<file path="config.mk">
export PLATFORM = sky130hd
export DESIGN_NAME = mso_cfg
export DESIGN_NICKNAME = d
export VERILOG_FILES = /design/src/rtl/mso_pkg.sv /design/src/rtl/mso_cfg.sv /design/src/rtl/mso_wb_slave.sv /design/src/rtl/mso_win_dec.sv
export VERILOG_INCLUDE_DIRS = /design/src /design/src/rtl
export SDC_FILE = /design/constraint.sdc
export NUM_CORES = 1
export LEC_CHECK = 0
export CAP_MARGIN = 25
export CORE_UTILIZATION = 40
export DETAILED_ROUTE_END_ITERATION = 10
export DONT_BUFFER_PORTS = 1
export GPL_TIMING_DRIVEN = 0
export SYNTH_ARGS = -nofsm -noshare
export SYNTH_HDL_FRONTEND = slang
export SYNTH_SLANG_ARGS = --single-unit
</file>
<file path="constraint.sdc">
create_clock -name clk_i -period 1.95 [get_ports clk_i]
set_clock_uncertainty 0.15 [all_clocks]
set_input_delay 0.2925 -clock clk_i [delete_from_list [all_inputs] [get_ports clk_i]]
set_output_delay 0.2925 -clock clk_i [all_outputs]
set_load 0.1 [all_outputs]
</file>
<file path="src/rtl/mso_regs.svh">
// Register offsets, field positions, reset values and windows of option block
`ifndef MSO_REGS_SVH
`define MSO_REGS_SVH

`define MSO_ADR_PB_OPT      16'h3FF0
`define MSO_ADR_SW_OPT      16'h3FF4
`define MSO_ADR_PERS_OPT    16'h3FF8
`define MSO_ADR_STATUS      16'h3FFC

`define MSO_SW_LOW_BIT      0
`define MSO_SW_HIGH_BIT     1
`define MSO_SW_IRQ_BIT      2
`define MSO_SW_OPT_RESET    8'h04

`define MSO_PERS_COMPAT_BIT 0
`define MSO_PERS_STOP_BIT   1
`define MSO_PERS_WDOG_BIT   2
`define MSO_PERS_IRQ_BIT    3

`define MSO_ST_COMPAT_BIT   0
`define MSO_ST_IRQ_LOCK_BIT 1

`define MSO_LOW_WIN_LO      16'h0020
`define MSO_LOW_WIN_HI      16'h004F
`define MSO_HIGH_WIN_LO     16'h0100
`define MSO_HIGH_WIN_HI     16'h017F

`endif

</file>
<file path="src/rtl/mso_pkg.sv">
// Types shared by the option configuration block
package mso_pkg;

    typedef enum logic
    {
        MSO_MODE_BASE,
        MSO_MODE_COMPAT
    } mso_mode_t;

    typedef struct packed
    {
        logic irq_level;
        logic high_map;
        logic low_map;
    } mso_sw_opt_t;

    typedef struct packed
    {
        logic      irq_level;
        logic      wdog_en;
        logic      stop_en;
        mso_mode_t mode;
    } mso_pers_t;

endpackage : mso_pkg

</file>
<file path="src/rtl/mso_cfg.sv">
// Mask option and software option configuration block of the controller
`timescale 1ns/1ps
`default_nettype none
`include "mso_regs.svh"

module mso_cfg
    import mso_pkg::*;
#(
    parameter int          PB_WIDTH      = 8,
    parameter int          PD_WIDTH      = 7,
    parameter int          SPI_PINS      = 3,
    parameter logic        BASE_STOP_EN  = 1'b1,
    parameter logic        BASE_WDOG_EN  = 1'b0
)
(
    input  wire logic                clk_i,
    input  wire logic                rst_i,
    // Classic Wishbone register port
    input  wire logic                cyc_i,
    input  wire logic                stb_i,
    input  wire logic                we_i,
    input  wire logic [15:0]         adr_i,
    input  wire logic [3:0]          sel_i,
    input  wire logic [31:0]         dat_i,
    output logic                     ack_o,
    output logic [31:0]              dat_o,
    // Nonvolatile option locations
    input  wire logic [PB_WIDTH-1:0] port_b_option_location_i,
    input  wire logic [7:0]          personality_option_location_i,
    // Port B
    input  wire logic [PB_WIDTH-1:0] port_b_ddr_i,
    output logic [PB_WIDTH-1:0]      port_b_pullup_interrupt_enables_o,
    // Port D and SPI pins
    input  wire logic [PD_WIDTH-1:0] port_d_ddr_i,
    output logic [PD_WIDTH-1:0]      port_d_out_en_o,
    input  wire logic                port_d_wire_or_i,
    output logic                     port_d_open_drain_o,
    input  wire logic [SPI_PINS-1:0] spi_drive_req_i,
    input  wire logic [SPI_PINS-1:0] spi_ddr_i,
    output logic [SPI_PINS-1:0]      spi_out_en_o,
    // Reset pin
    input  wire logic                int_reset_req_i,
    output logic                     reset_pin_o,
    output logic                     reset_pin_oe_o,
    // Core options
    output logic                     irq_edge_level_o,
    output logic                     stop_en_o,
    output logic                     wdog_en_o,
    output logic                     compat_mode_o,
    // Memory decoder
    input  wire logic [15:0]         cpu_addr_i,
    output logic                     ram_select_o,
    output logic                     eprom_select_o
);

    // Option location synchronisers and latched copies
    logic [PB_WIDTH-1:0] pb_meta_r;
    logic [PB_WIDTH-1:0] pb_sync_r;
    logic [7:0]          pers_meta_r;
    logic [7:0]          pers_sync_r;
    logic [PB_WIDTH-1:0] pb_opt_r;
    mso_pers_t           pers_r;
    logic                compat;

    // Software option state
    mso_sw_opt_t         sw_r;
    mso_sw_opt_t         sw_nxt;
    logic                irq_lock_r;
    mso_sw_opt_t         sw_eff;

    // Bus side
    logic                wr_en;
    logic [7:0]          wr_byte;
    logic                rd_latch;
    logic [7:0]          rd_byte;

    // Effective options
    logic                irq_level_eff;

    // Pin output registers
    logic [PB_WIDTH-1:0] pb_en_r;
    logic [PD_WIDTH-1:0] pd_oe_r;
    logic                pd_od_r;
    logic [SPI_PINS-1:0] spi_oe_r;
    logic                rst_oe_r;
    logic                irq_r;
    logic                stop_r;
    logic                wdog_r;

    // Memory decode
    logic                low_hit;
    logic                low_ram;
    logic                high_hit;
    logic                high_ram;
    logic                ram_r;
    logic                eprom_r;

    // Option locations are not in this clock domain; sync before use
    always_ff @(posedge clk_i)
    begin
        pb_meta_r   <= port_b_option_location_i;
        pb_sync_r   <= pb_meta_r;
        pers_meta_r <= personality_option_location_i;
        pers_sync_r <= pers_meta_r;
    end

    // Options are taken while reset is held, so software cannot
    // change the personality while running; the array must be
    // programmed before the part runs
    always_ff @(posedge clk_i)
    begin
        if (rst_i)
        begin
            pb_opt_r <= pb_sync_r;
        end
    end

    always_ff @(posedge clk_i)
    begin
        if (rst_i)
        begin
            pers_r.mode      <= pers_sync_r[`MSO_PERS_COMPAT_BIT]
                                ? MSO_MODE_COMPAT : MSO_MODE_BASE;
            pers_r.stop_en   <= pers_sync_r[`MSO_PERS_STOP_BIT];
            pers_r.wdog_en   <= pers_sync_r[`MSO_PERS_WDOG_BIT];
            pers_r.irq_level <= pers_sync_r[`MSO_PERS_IRQ_BIT];
        end
    end

    assign compat = (pers_r.mode == MSO_MODE_COMPAT);

    mso_wb_slave u_wb
    (
        .clk_i      (clk_i),
        .rst_i      (rst_i),
        .cyc_i      (cyc_i),
        .stb_i      (stb_i),
        .we_i       (we_i),
        .sel_i      (sel_i),
        .dat_i      (dat_i),
        .rd_byte_i  (rd_byte),
        .ack_o      (ack_o),
        .dat_o      (dat_o),
        .wr_en_o    (wr_en),
        .wr_byte_o  (wr_byte),
        .rd_latch_o (rd_latch)
    );

    // Software option next value; the register is blind to writes
    // outside base mode, and the sensitivity bit only takes the
    // first write after reset
    always_comb
    begin
        sw_nxt = sw_r;
        if (wr_en && (adr_i == `MSO_ADR_SW_OPT) && !compat)
        begin
            sw_nxt.low_map  = wr_byte[`MSO_SW_LOW_BIT];
            sw_nxt.high_map = wr_byte[`MSO_SW_HIGH_BIT];
            if (!irq_lock_r)
                sw_nxt.irq_level = wr_byte[`MSO_SW_IRQ_BIT];
        end
    end

    always_ff @(posedge clk_i)
    begin
        if (rst_i)
            sw_r <= mso_sw_opt_t'(`MSO_SW_OPT_RESET);
        else
            sw_r <= sw_nxt;
    end

    always_ff @(posedge clk_i)
    begin
        if (rst_i)
            irq_lock_r <= 1'b0;
        else if (wr_en && (adr_i == `MSO_ADR_SW_OPT) && !compat)
            irq_lock_r <= 1'b1;
    end

    // In compatibility mode the windows fall back to EPROM
    always_comb
    begin
        sw_eff = sw_r;
        if (compat)
        begin
            sw_eff.low_map  = 1'b0;
            sw_eff.high_map = 1'b0;
        end
    end

    // One sensitivity feeds the external pin and all port B pins
    assign irq_level_eff = compat ? pers_r.irq_level
                                  : sw_r.irq_level;

    // Register read mux; unmapped addresses read zero
    always_comb
    begin
        case (adr_i)
            `MSO_ADR_PB_OPT:
                rd_byte = 8'(pb_opt_r);
            `MSO_ADR_SW_OPT:
                rd_byte = compat ? 8'h00 : 8'(sw_r);
            `MSO_ADR_PERS_OPT:
                rd_byte = 8'(pers_r);
            `MSO_ADR_STATUS:
            begin
                rd_byte = 8'h00;
                rd_byte[`MSO_ST_COMPAT_BIT]   = compat;
                rd_byte[`MSO_ST_IRQ_LOCK_BIT] = irq_lock_r;
            end
            default:
                rd_byte = 8'h00;
        endcase
    end

    // Port B pullup and interrupt enable, only while pin is an input
    genvar gi;
    generate
        for (gi = 0; gi < PB_WIDTH; gi = gi + 1)
        begin : g_pb
            always_ff @(posedge clk_i)
            begin
                if (rst_i)
                    pb_en_r[gi] <= 1'b0;
                else
                    pb_en_r[gi] <= pb_opt_r[gi] & ~port_b_ddr_i[gi];
            end
        end
    endgenerate

    // Port D direction: the direction register is ignored in
    // compatibility mode, so the pins can only be inputs
    always_ff @(posedge clk_i)
    begin
        if (rst_i)
            pd_oe_r <= '0;
        else if (compat)
            pd_oe_r <= '0;
        else
            pd_oe_r <= port_d_ddr_i;
    end

    always_ff @(posedge clk_i)
    begin
        if (rst_i)
            pd_od_r <= 1'b0;
        else
            pd_od_r <= port_d_wire_or_i & ~compat;
    end

    // SPI outputs drive straight from the SPI in compatibility mode
    always_ff @(posedge clk_i)
    begin
        if (rst_i)
            spi_oe_r <= '0;
        else if (compat)
            spi_oe_r <= spi_drive_req_i;
        else
            spi_oe_r <= spi_drive_req_i & spi_ddr_i;
    end

    // Reset pin pulldown only in base mode
    always_ff @(posedge clk_i)
    begin
        if (rst_i)
            rst_oe_r <= 1'b0;
        else
            rst_oe_r <= int_reset_req_i & ~compat;
    end

    always_ff @(posedge clk_i)
    begin
        if (rst_i)
        begin
            irq_r  <= 1'b1;
            stop_r <= 1'b0;
            wdog_r <= 1'b0;
        end
        else
        begin
            irq_r  <= irq_level_eff;
            stop_r <= compat ? pers_r.stop_en : BASE_STOP_EN;
            wdog_r <= compat ? pers_r.wdog_en : BASE_WDOG_EN;
        end
    end

    mso_win_dec
    #(
        .WIN_LO (`MSO_LOW_WIN_LO),
        .WIN_HI (`MSO_LOW_WIN_HI)
    )
    u_low_win
    (
        .addr_i    (cpu_addr_i),
        .map_ram_i (sw_eff.low_map),
        .hit_o     (low_hit),
        .ram_o     (low_ram)
    );

    mso_win_dec
    #(
        .WIN_LO (`MSO_HIGH_WIN_LO),
        .WIN_HI (`MSO_HIGH_WIN_HI)
    )
    u_high_win
    (
        .addr_i    (cpu_addr_i),
        .map_ram_i (sw_eff.high_map),
        .hit_o     (high_hit),
        .ram_o     (high_ram)
    );

    // Outside both windows neither select is asserted; the rest of
    // the memory map is decoded elsewhere
    always_ff @(posedge clk_i)
    begin
        if (rst_i)
        begin
            ram_r   <= 1'b0;
            eprom_r <= 1'b0;
        end
        else
        begin
            ram_r   <= low_ram | high_ram;
            eprom_r <= (low_hit & ~low_ram) | (high_hit & ~high_ram);
        end
    end

    assign port_b_pullup_interrupt_enables_o = pb_en_r;
    assign port_d_out_en_o     = pd_oe_r;
    assign port_d_open_drain_o = pd_od_r;
    assign spi_out_en_o        = spi_oe_r;
    assign reset_pin_o         = 1'b0;
    assign reset_pin_oe_o      = rst_oe_r;
    assign irq_edge_level_o    = irq_r;
    assign stop_en_o           = stop_r;
    assign wdog_en_o           = wdog_r;
    assign compat_mode_o       = compat;
    assign ram_select_o        = ram_r;
    assign eprom_select_o      = eprom_r;

endmodule : mso_cfg

`default_nettype wire

</file>
<file path="src/rtl/mso_wb_slave.sv">
// Classic Wishbone slave front end producing register strobes
`timescale 1ns/1ps
`default_nettype none

module mso_wb_slave
    import mso_pkg::*;
(
    input  wire logic        clk_i,
    input  wire logic        rst_i,
    input  wire logic        cyc_i,
    input  wire logic        stb_i,
    input  wire logic        we_i,
    input  wire logic [3:0]  sel_i,
    input  wire logic [31:0] dat_i,
    input  wire logic [7:0]  rd_byte_i,
    output logic             ack_o,
    output logic [31:0]      dat_o,
    output logic             wr_en_o,
    output logic [7:0]       wr_byte_o,
    output logic             rd_latch_o
);

    logic        ack_r;
    logic [31:0] dat_r;
    logic        req;

    assign req        = cyc_i & stb_i;
    // Read data is sampled one cycle before ack so it stands with ack
    assign rd_latch_o = req & ~ack_r & ~we_i;
    // Writes land on the edge where the master samples ack
    assign wr_en_o    = req & ack_r & we_i & sel_i[0];
    assign wr_byte_o  = dat_i[7:0];
    assign ack_o      = ack_r;
    assign dat_o      = dat_r;

    always_ff @(posedge clk_i)
    begin
        if (rst_i)
            ack_r <= 1'b0;
        else
            ack_r <= req & ~ack_r;
    end

    always_ff @(posedge clk_i)
    begin
        if (rst_i)
            dat_r <= 32'h00000000;
        else if (rd_latch_o)
            dat_r <= {24'h000000, rd_byte_i};
    end

endmodule : mso_wb_slave

`default_nettype wire

</file>
<file path="src/rtl/mso_win_dec.sv">
// Address window decoder steering one window to RAM or program EPROM
`timescale 1ns/1ps
`default_nettype none

module mso_win_dec
#(
    parameter logic [15:0] WIN_LO = 16'h0000,
    parameter logic [15:0] WIN_HI = 16'h0000
)
(
    input  wire logic [15:0] addr_i,
    input  wire logic        map_ram_i,
    output logic             hit_o,
    output logic             ram_o
);

    assign hit_o = (addr_i >= WIN_LO) && (addr_i <= WIN_HI);
    assign ram_o = hit_o & map_ram_i;

endmodule : mso_win_dec

`default_nettype wire

</file>
==> impl_metrics.py <==
metrics = {
    "cts": {
        "cts_root_buf": "sky130_fd_sc_hd__clkbuf_8",
        "cts-htree-levels": 3,
        "clk_path_buf_depth": 2,
        "clkLatencyLatePin_ps": 350,
        "worst_setup_hold_path_clk_slew_ps": 80,
        "tritoncts_num_sinks": 74,
        "tritoncts": "yes",
        "cts_buffers": 9,
    },
    "synth": {
        "ys_seq_area_share_pct": 65.7,
        "yosysWarnings": 0,
        "synth-edff-count": 12,
        "synth.lib_cells_used.distinct": 35,
        "post_synth_instance_area_sq_um": 2440,
        "avgSynthCellArea_sq_um": 12.4,
        "postSynthRegisterBits": 74,
        "postSynth.asyncResetShare_pct": 0,
        "synthesis.instances": 197,
        "synth_top_flop_cell": "sky130_fd_sc_hd__dfxtp_1",
    },
    "global_route": {
        "grt-ovfl-total": 0,
        "via_count_of_the_first_global_routing_pass": 1513,
        "grt.total_usage_pct": 15.9,
        "grt_first_pass_wirelength_mm": 7.22,
        "antenna_found_initial": 0,
        "pin_count_of_the_biggest_net_entering_global_routing": 14,
    },
    "worst_hold_path": {
        "hold-path-cell-count": 2,
        "hold_end": "u_wb.ack_o$_SDFF_PP0_",
        "holdCritPathClass": "input port to flip-flop",
        "holdCritStartpoint": "stb_i",
    },
    "timing": {
        "timing_worst_slew_pin_value_ps": 1010,
        "finalHoldViolCount": 0,
        "hold_ws_ps": 28.5,
        "worst_case_headroom_to_the_max_slew_limit_pct": 32.5,
        "report.final.setup_viol": 0,
        "fin_crit_share_pct": 95.3,
        "achievable-frequency_mhz": 538,
        "rsz0062_at_grt": "no",
        "maxSlewViolCount": 0,
        "final.min_clock_period_ps": 1860,
        "setup_total_negative_slack_ps": 0,
    },
    "drt": {
        "via_count": 1640,
        "postRouteWirelength_mm": 4.95,
        "detailedRoute.firstIterationViolations": 57,
        "route.detailed.drc": 0,
        "drt-pass1-iter-count": 6,
        "routedWlPerCell_um": 13.6,
        "drt.antenna.violating_nets": 0,
        "drt-vias-per-instance": 4.51,
    },
    "worst_setup_path": {
        "worst_path_arrival_ps": 1950,
        "cp-start-kind": "input port",
        "rr_endpoint": "sw_eff[2]$_SDFFE_PP1P_",
        "worstReg2RegStart": "u_wb.ack_o$_SDFF_PP0_",
        "worst-r2r-setup-slack_ps": 140,
        "critPathCaptureType": "flip-flop",
        "data_required_time_of_the_critical_path_ps": 2040,
        "setup.worst_path.class": "input port to flip-flop",
        "largest_driver_fanout_on_the_critical_path": 2,
        "worst_r2r_path_depth": 4,
    },
    "die": {
        "placement_rows": 28,
        "floorplan.initialDensity_pct": 41.4,
        "design.die.area_sq_um": 6410,
        "top_level_ports": 172,
        "floorplan.die.width_um": 80.1,
        "core-area_sq_um": 5890,
        "dieHeight_um": 80.1,
    },
    "layout": {
        "most-common-layout-cells": "sky130_fd_sc_hd__dfxtp_1 (61), sky130_fd_sc_hd__dlygate4sd3_1 (43), sky130_fd_sc_hd__buf_4 (26)",
        "synthToLayoutAreaGrowth_pct": 42.5,
        "nets": 396,
        "final_common_cell": "sky130_fd_sc_hd__dfxtp_1",
        "antenna-diode-count": 0,
        "layout.cell_area.non_filler_sq_um": 3480,
        "layout-drive-gt1-share_pct": 23.5,
        "fill_cells": 483,
        "finish.utilization_pct": 59.1,
    },
    "run_status": {
        "run_status": "complete, no violations",
    },
    "place": {
        "gp_congestion": 0.759,
        "hpwl_mm": 3.04,
        "placed_area_sq_um": 2640,
        "place.port_buffers": 0,
    },
    "pwr": {
        "post-layout-total-power_mw": 3.52,
        "worst_ir_drop_vdd_mv": 0.616,
        "power_per_cell_area_nw_per_um2": 1010,
        "power_leakage_nw": 1.43,
    },
    "flow_run": {
        "max_cap_viol_count": 0,
    },
}
-- per-layer routing --
| metal | part of all wire, % | vias up | routed length (um) | global-route usage [%] |
|---|---|---|---|---|
| li1 | - | 808 | - | - |
| met1 | 39 | 742 | 1940 | 16.4 |
| met2 | 52 | 80 | 2580 | 27.4 |
| met3 | 6.6 | 10 | 327 | 5.34 |
| met4 | 2.2 | 0 | 110 | 10.5 |
| met5 | 0 | - | 0 | 0 |
-- cells in the mapped netlist (3+ instances only) --
cell type | n | area share [%]
sky130_fd_sc_hd__nor2b_1 | 3 | 0.77
sky130_fd_sc_hd__o21ai_0 | 5 | 1.0
sky130_fd_sc_hd__clkbuf_1 | 5 | 0.77
sky130_fd_sc_hd__nor3b_1 | 11 | 3.4
sky130_fd_sc_hd__a22o_1 | 3 | 1.1
sky130_fd_sc_hd__buf_4 | 25 | 7.7
sky130_fd_sc_hd__mux2i_1 | 3 | 1.2
sky130_fd_sc_hd__edfxtp_1 | 12 | 15
sky130_fd_sc_hd__a32o_1 | 4 | 1.6
sky130_fd_sc_hd__dfxtp_1 | 62 | 51
sky130_fd_sc_hd__nor2_1 | 10 | 1.5
sky130_fd_sc_hd__a21oi_1 | 4 | 0.82
sky130_fd_sc_hd__and2_1 | 9 | 2.3
sky130_fd_sc_hd__inv_1 | 5 | 0.77
sky130_fd_sc_hd__nand2_1 | 8 | 1.2
sky130_fd_sc_hd__nand4b_1 | 4 | 1.4
-- worst max-delay path by stage --
stage | startpoint | endpoint | slack, ps | cells past startpoint
floorplan | compat_mode_o$_DFFE_PP_ | u_wb.dat_o[1]$_SDFFE_PP0P_ | -60 | 3
global placement | compat_mode_o$_DFFE_PP_ | port_d_out_en_o[1]$_SDFF_PP0_ | -300 | 3
detailed placement | compat_mode_o$_DFFE_PP_ | eprom_select_o$_SDFF_PP0_ | -370 | 3
CTS | compat_mode_o$_DFFE_PP_ | u_wb.dat_o[1]$_SDFFE_PP0P_ | -170 | 3
global route | u_wb.ack_o$_SDFF_PP0_ | sw_eff[2]$_SDFFE_PP1P_ | 10 | 4
finish | cpu_addr_i[7] | eprom_select_o$_SDFF_PP0_ | 90 | 5
-- report_power, final --
| part | internal (mW) | switching (mW) |
|---|---|---|
| Clock | 0.725 | 0.563 |
| Sequential | 1.61 | 0.180 |
| Combinational | 0.144 | 0.295 |
| Total | 2.48 | 1.04 |
-- worst max-delay path, cell delays in order --
cell and delay, ps:
sky130_fd_sc_hd__dlygate4sd3_1 550, sky130_fd_sc_hd__nor4_2 130, sky130_fd_sc_hd__nand2_1 80, sky130_fd_sc_hd__dlygate4sd3_1 600
sky130_fd_sc_hd__a2111oi_2 300
-- registers in the layout, indices dropped and copies added, names as in the netlist, 4 cells and up --
name and cells:
pb_opt_r 8, port_d_out_en_o 7, u_wb.dat_o 8, pers_meta_r 4, pb_sync_r 8, pers_sync_r 4, pb_meta_r 8, port_b_pullup_interrupt_enables_o 8
-- stage by stage --
| stage | instances | setup slack, ps |
|---|---|---|
| 3_5_place_dp | 296 | -373 |
| 5_1_grt | 364 | 13.5 |
| 3_3_place_gp | 296 | -304 |
| 4_1_cts | 362 | -169 |
| 6_report | 364 | 91.1 |
| 2_1_floorplan | 221 | -56.4 |
-- cell type report --
cell class	count	area, sq um	share of cell area (%)
Multi-Input combinational cell	111	774	22.3
Buffer	31	221	6.37
Sequential cell	74	1610	46.2
Tap cell	75	93.8	2.70
Inverter	5	18.8	0.540
Clock inverter	6	90.1	2.59
Timing Repair Buffer	52	544	15.7
Clock buffer	10	128	3.67
-- kinds of logic after synthesis --
family	Yosys count	share of synthesized area, %
AOI/OAI and AO/OA	21	6.21
buffers and inverters	36	9.44
DFF	74	65.7
muxes	4	2.15
other	1	0.154
and+or+nand+nor	61	16.4
-- repair_timing --
action,CTS,global route
endpoints found under the hold margin,50,0
setup buffers,7,0
endpoints found under the setup margin,23,1
pin swaps,20,1
hold buffers,43,0
gates resized for setup,27,2
(Power assumes the default switching activity.)
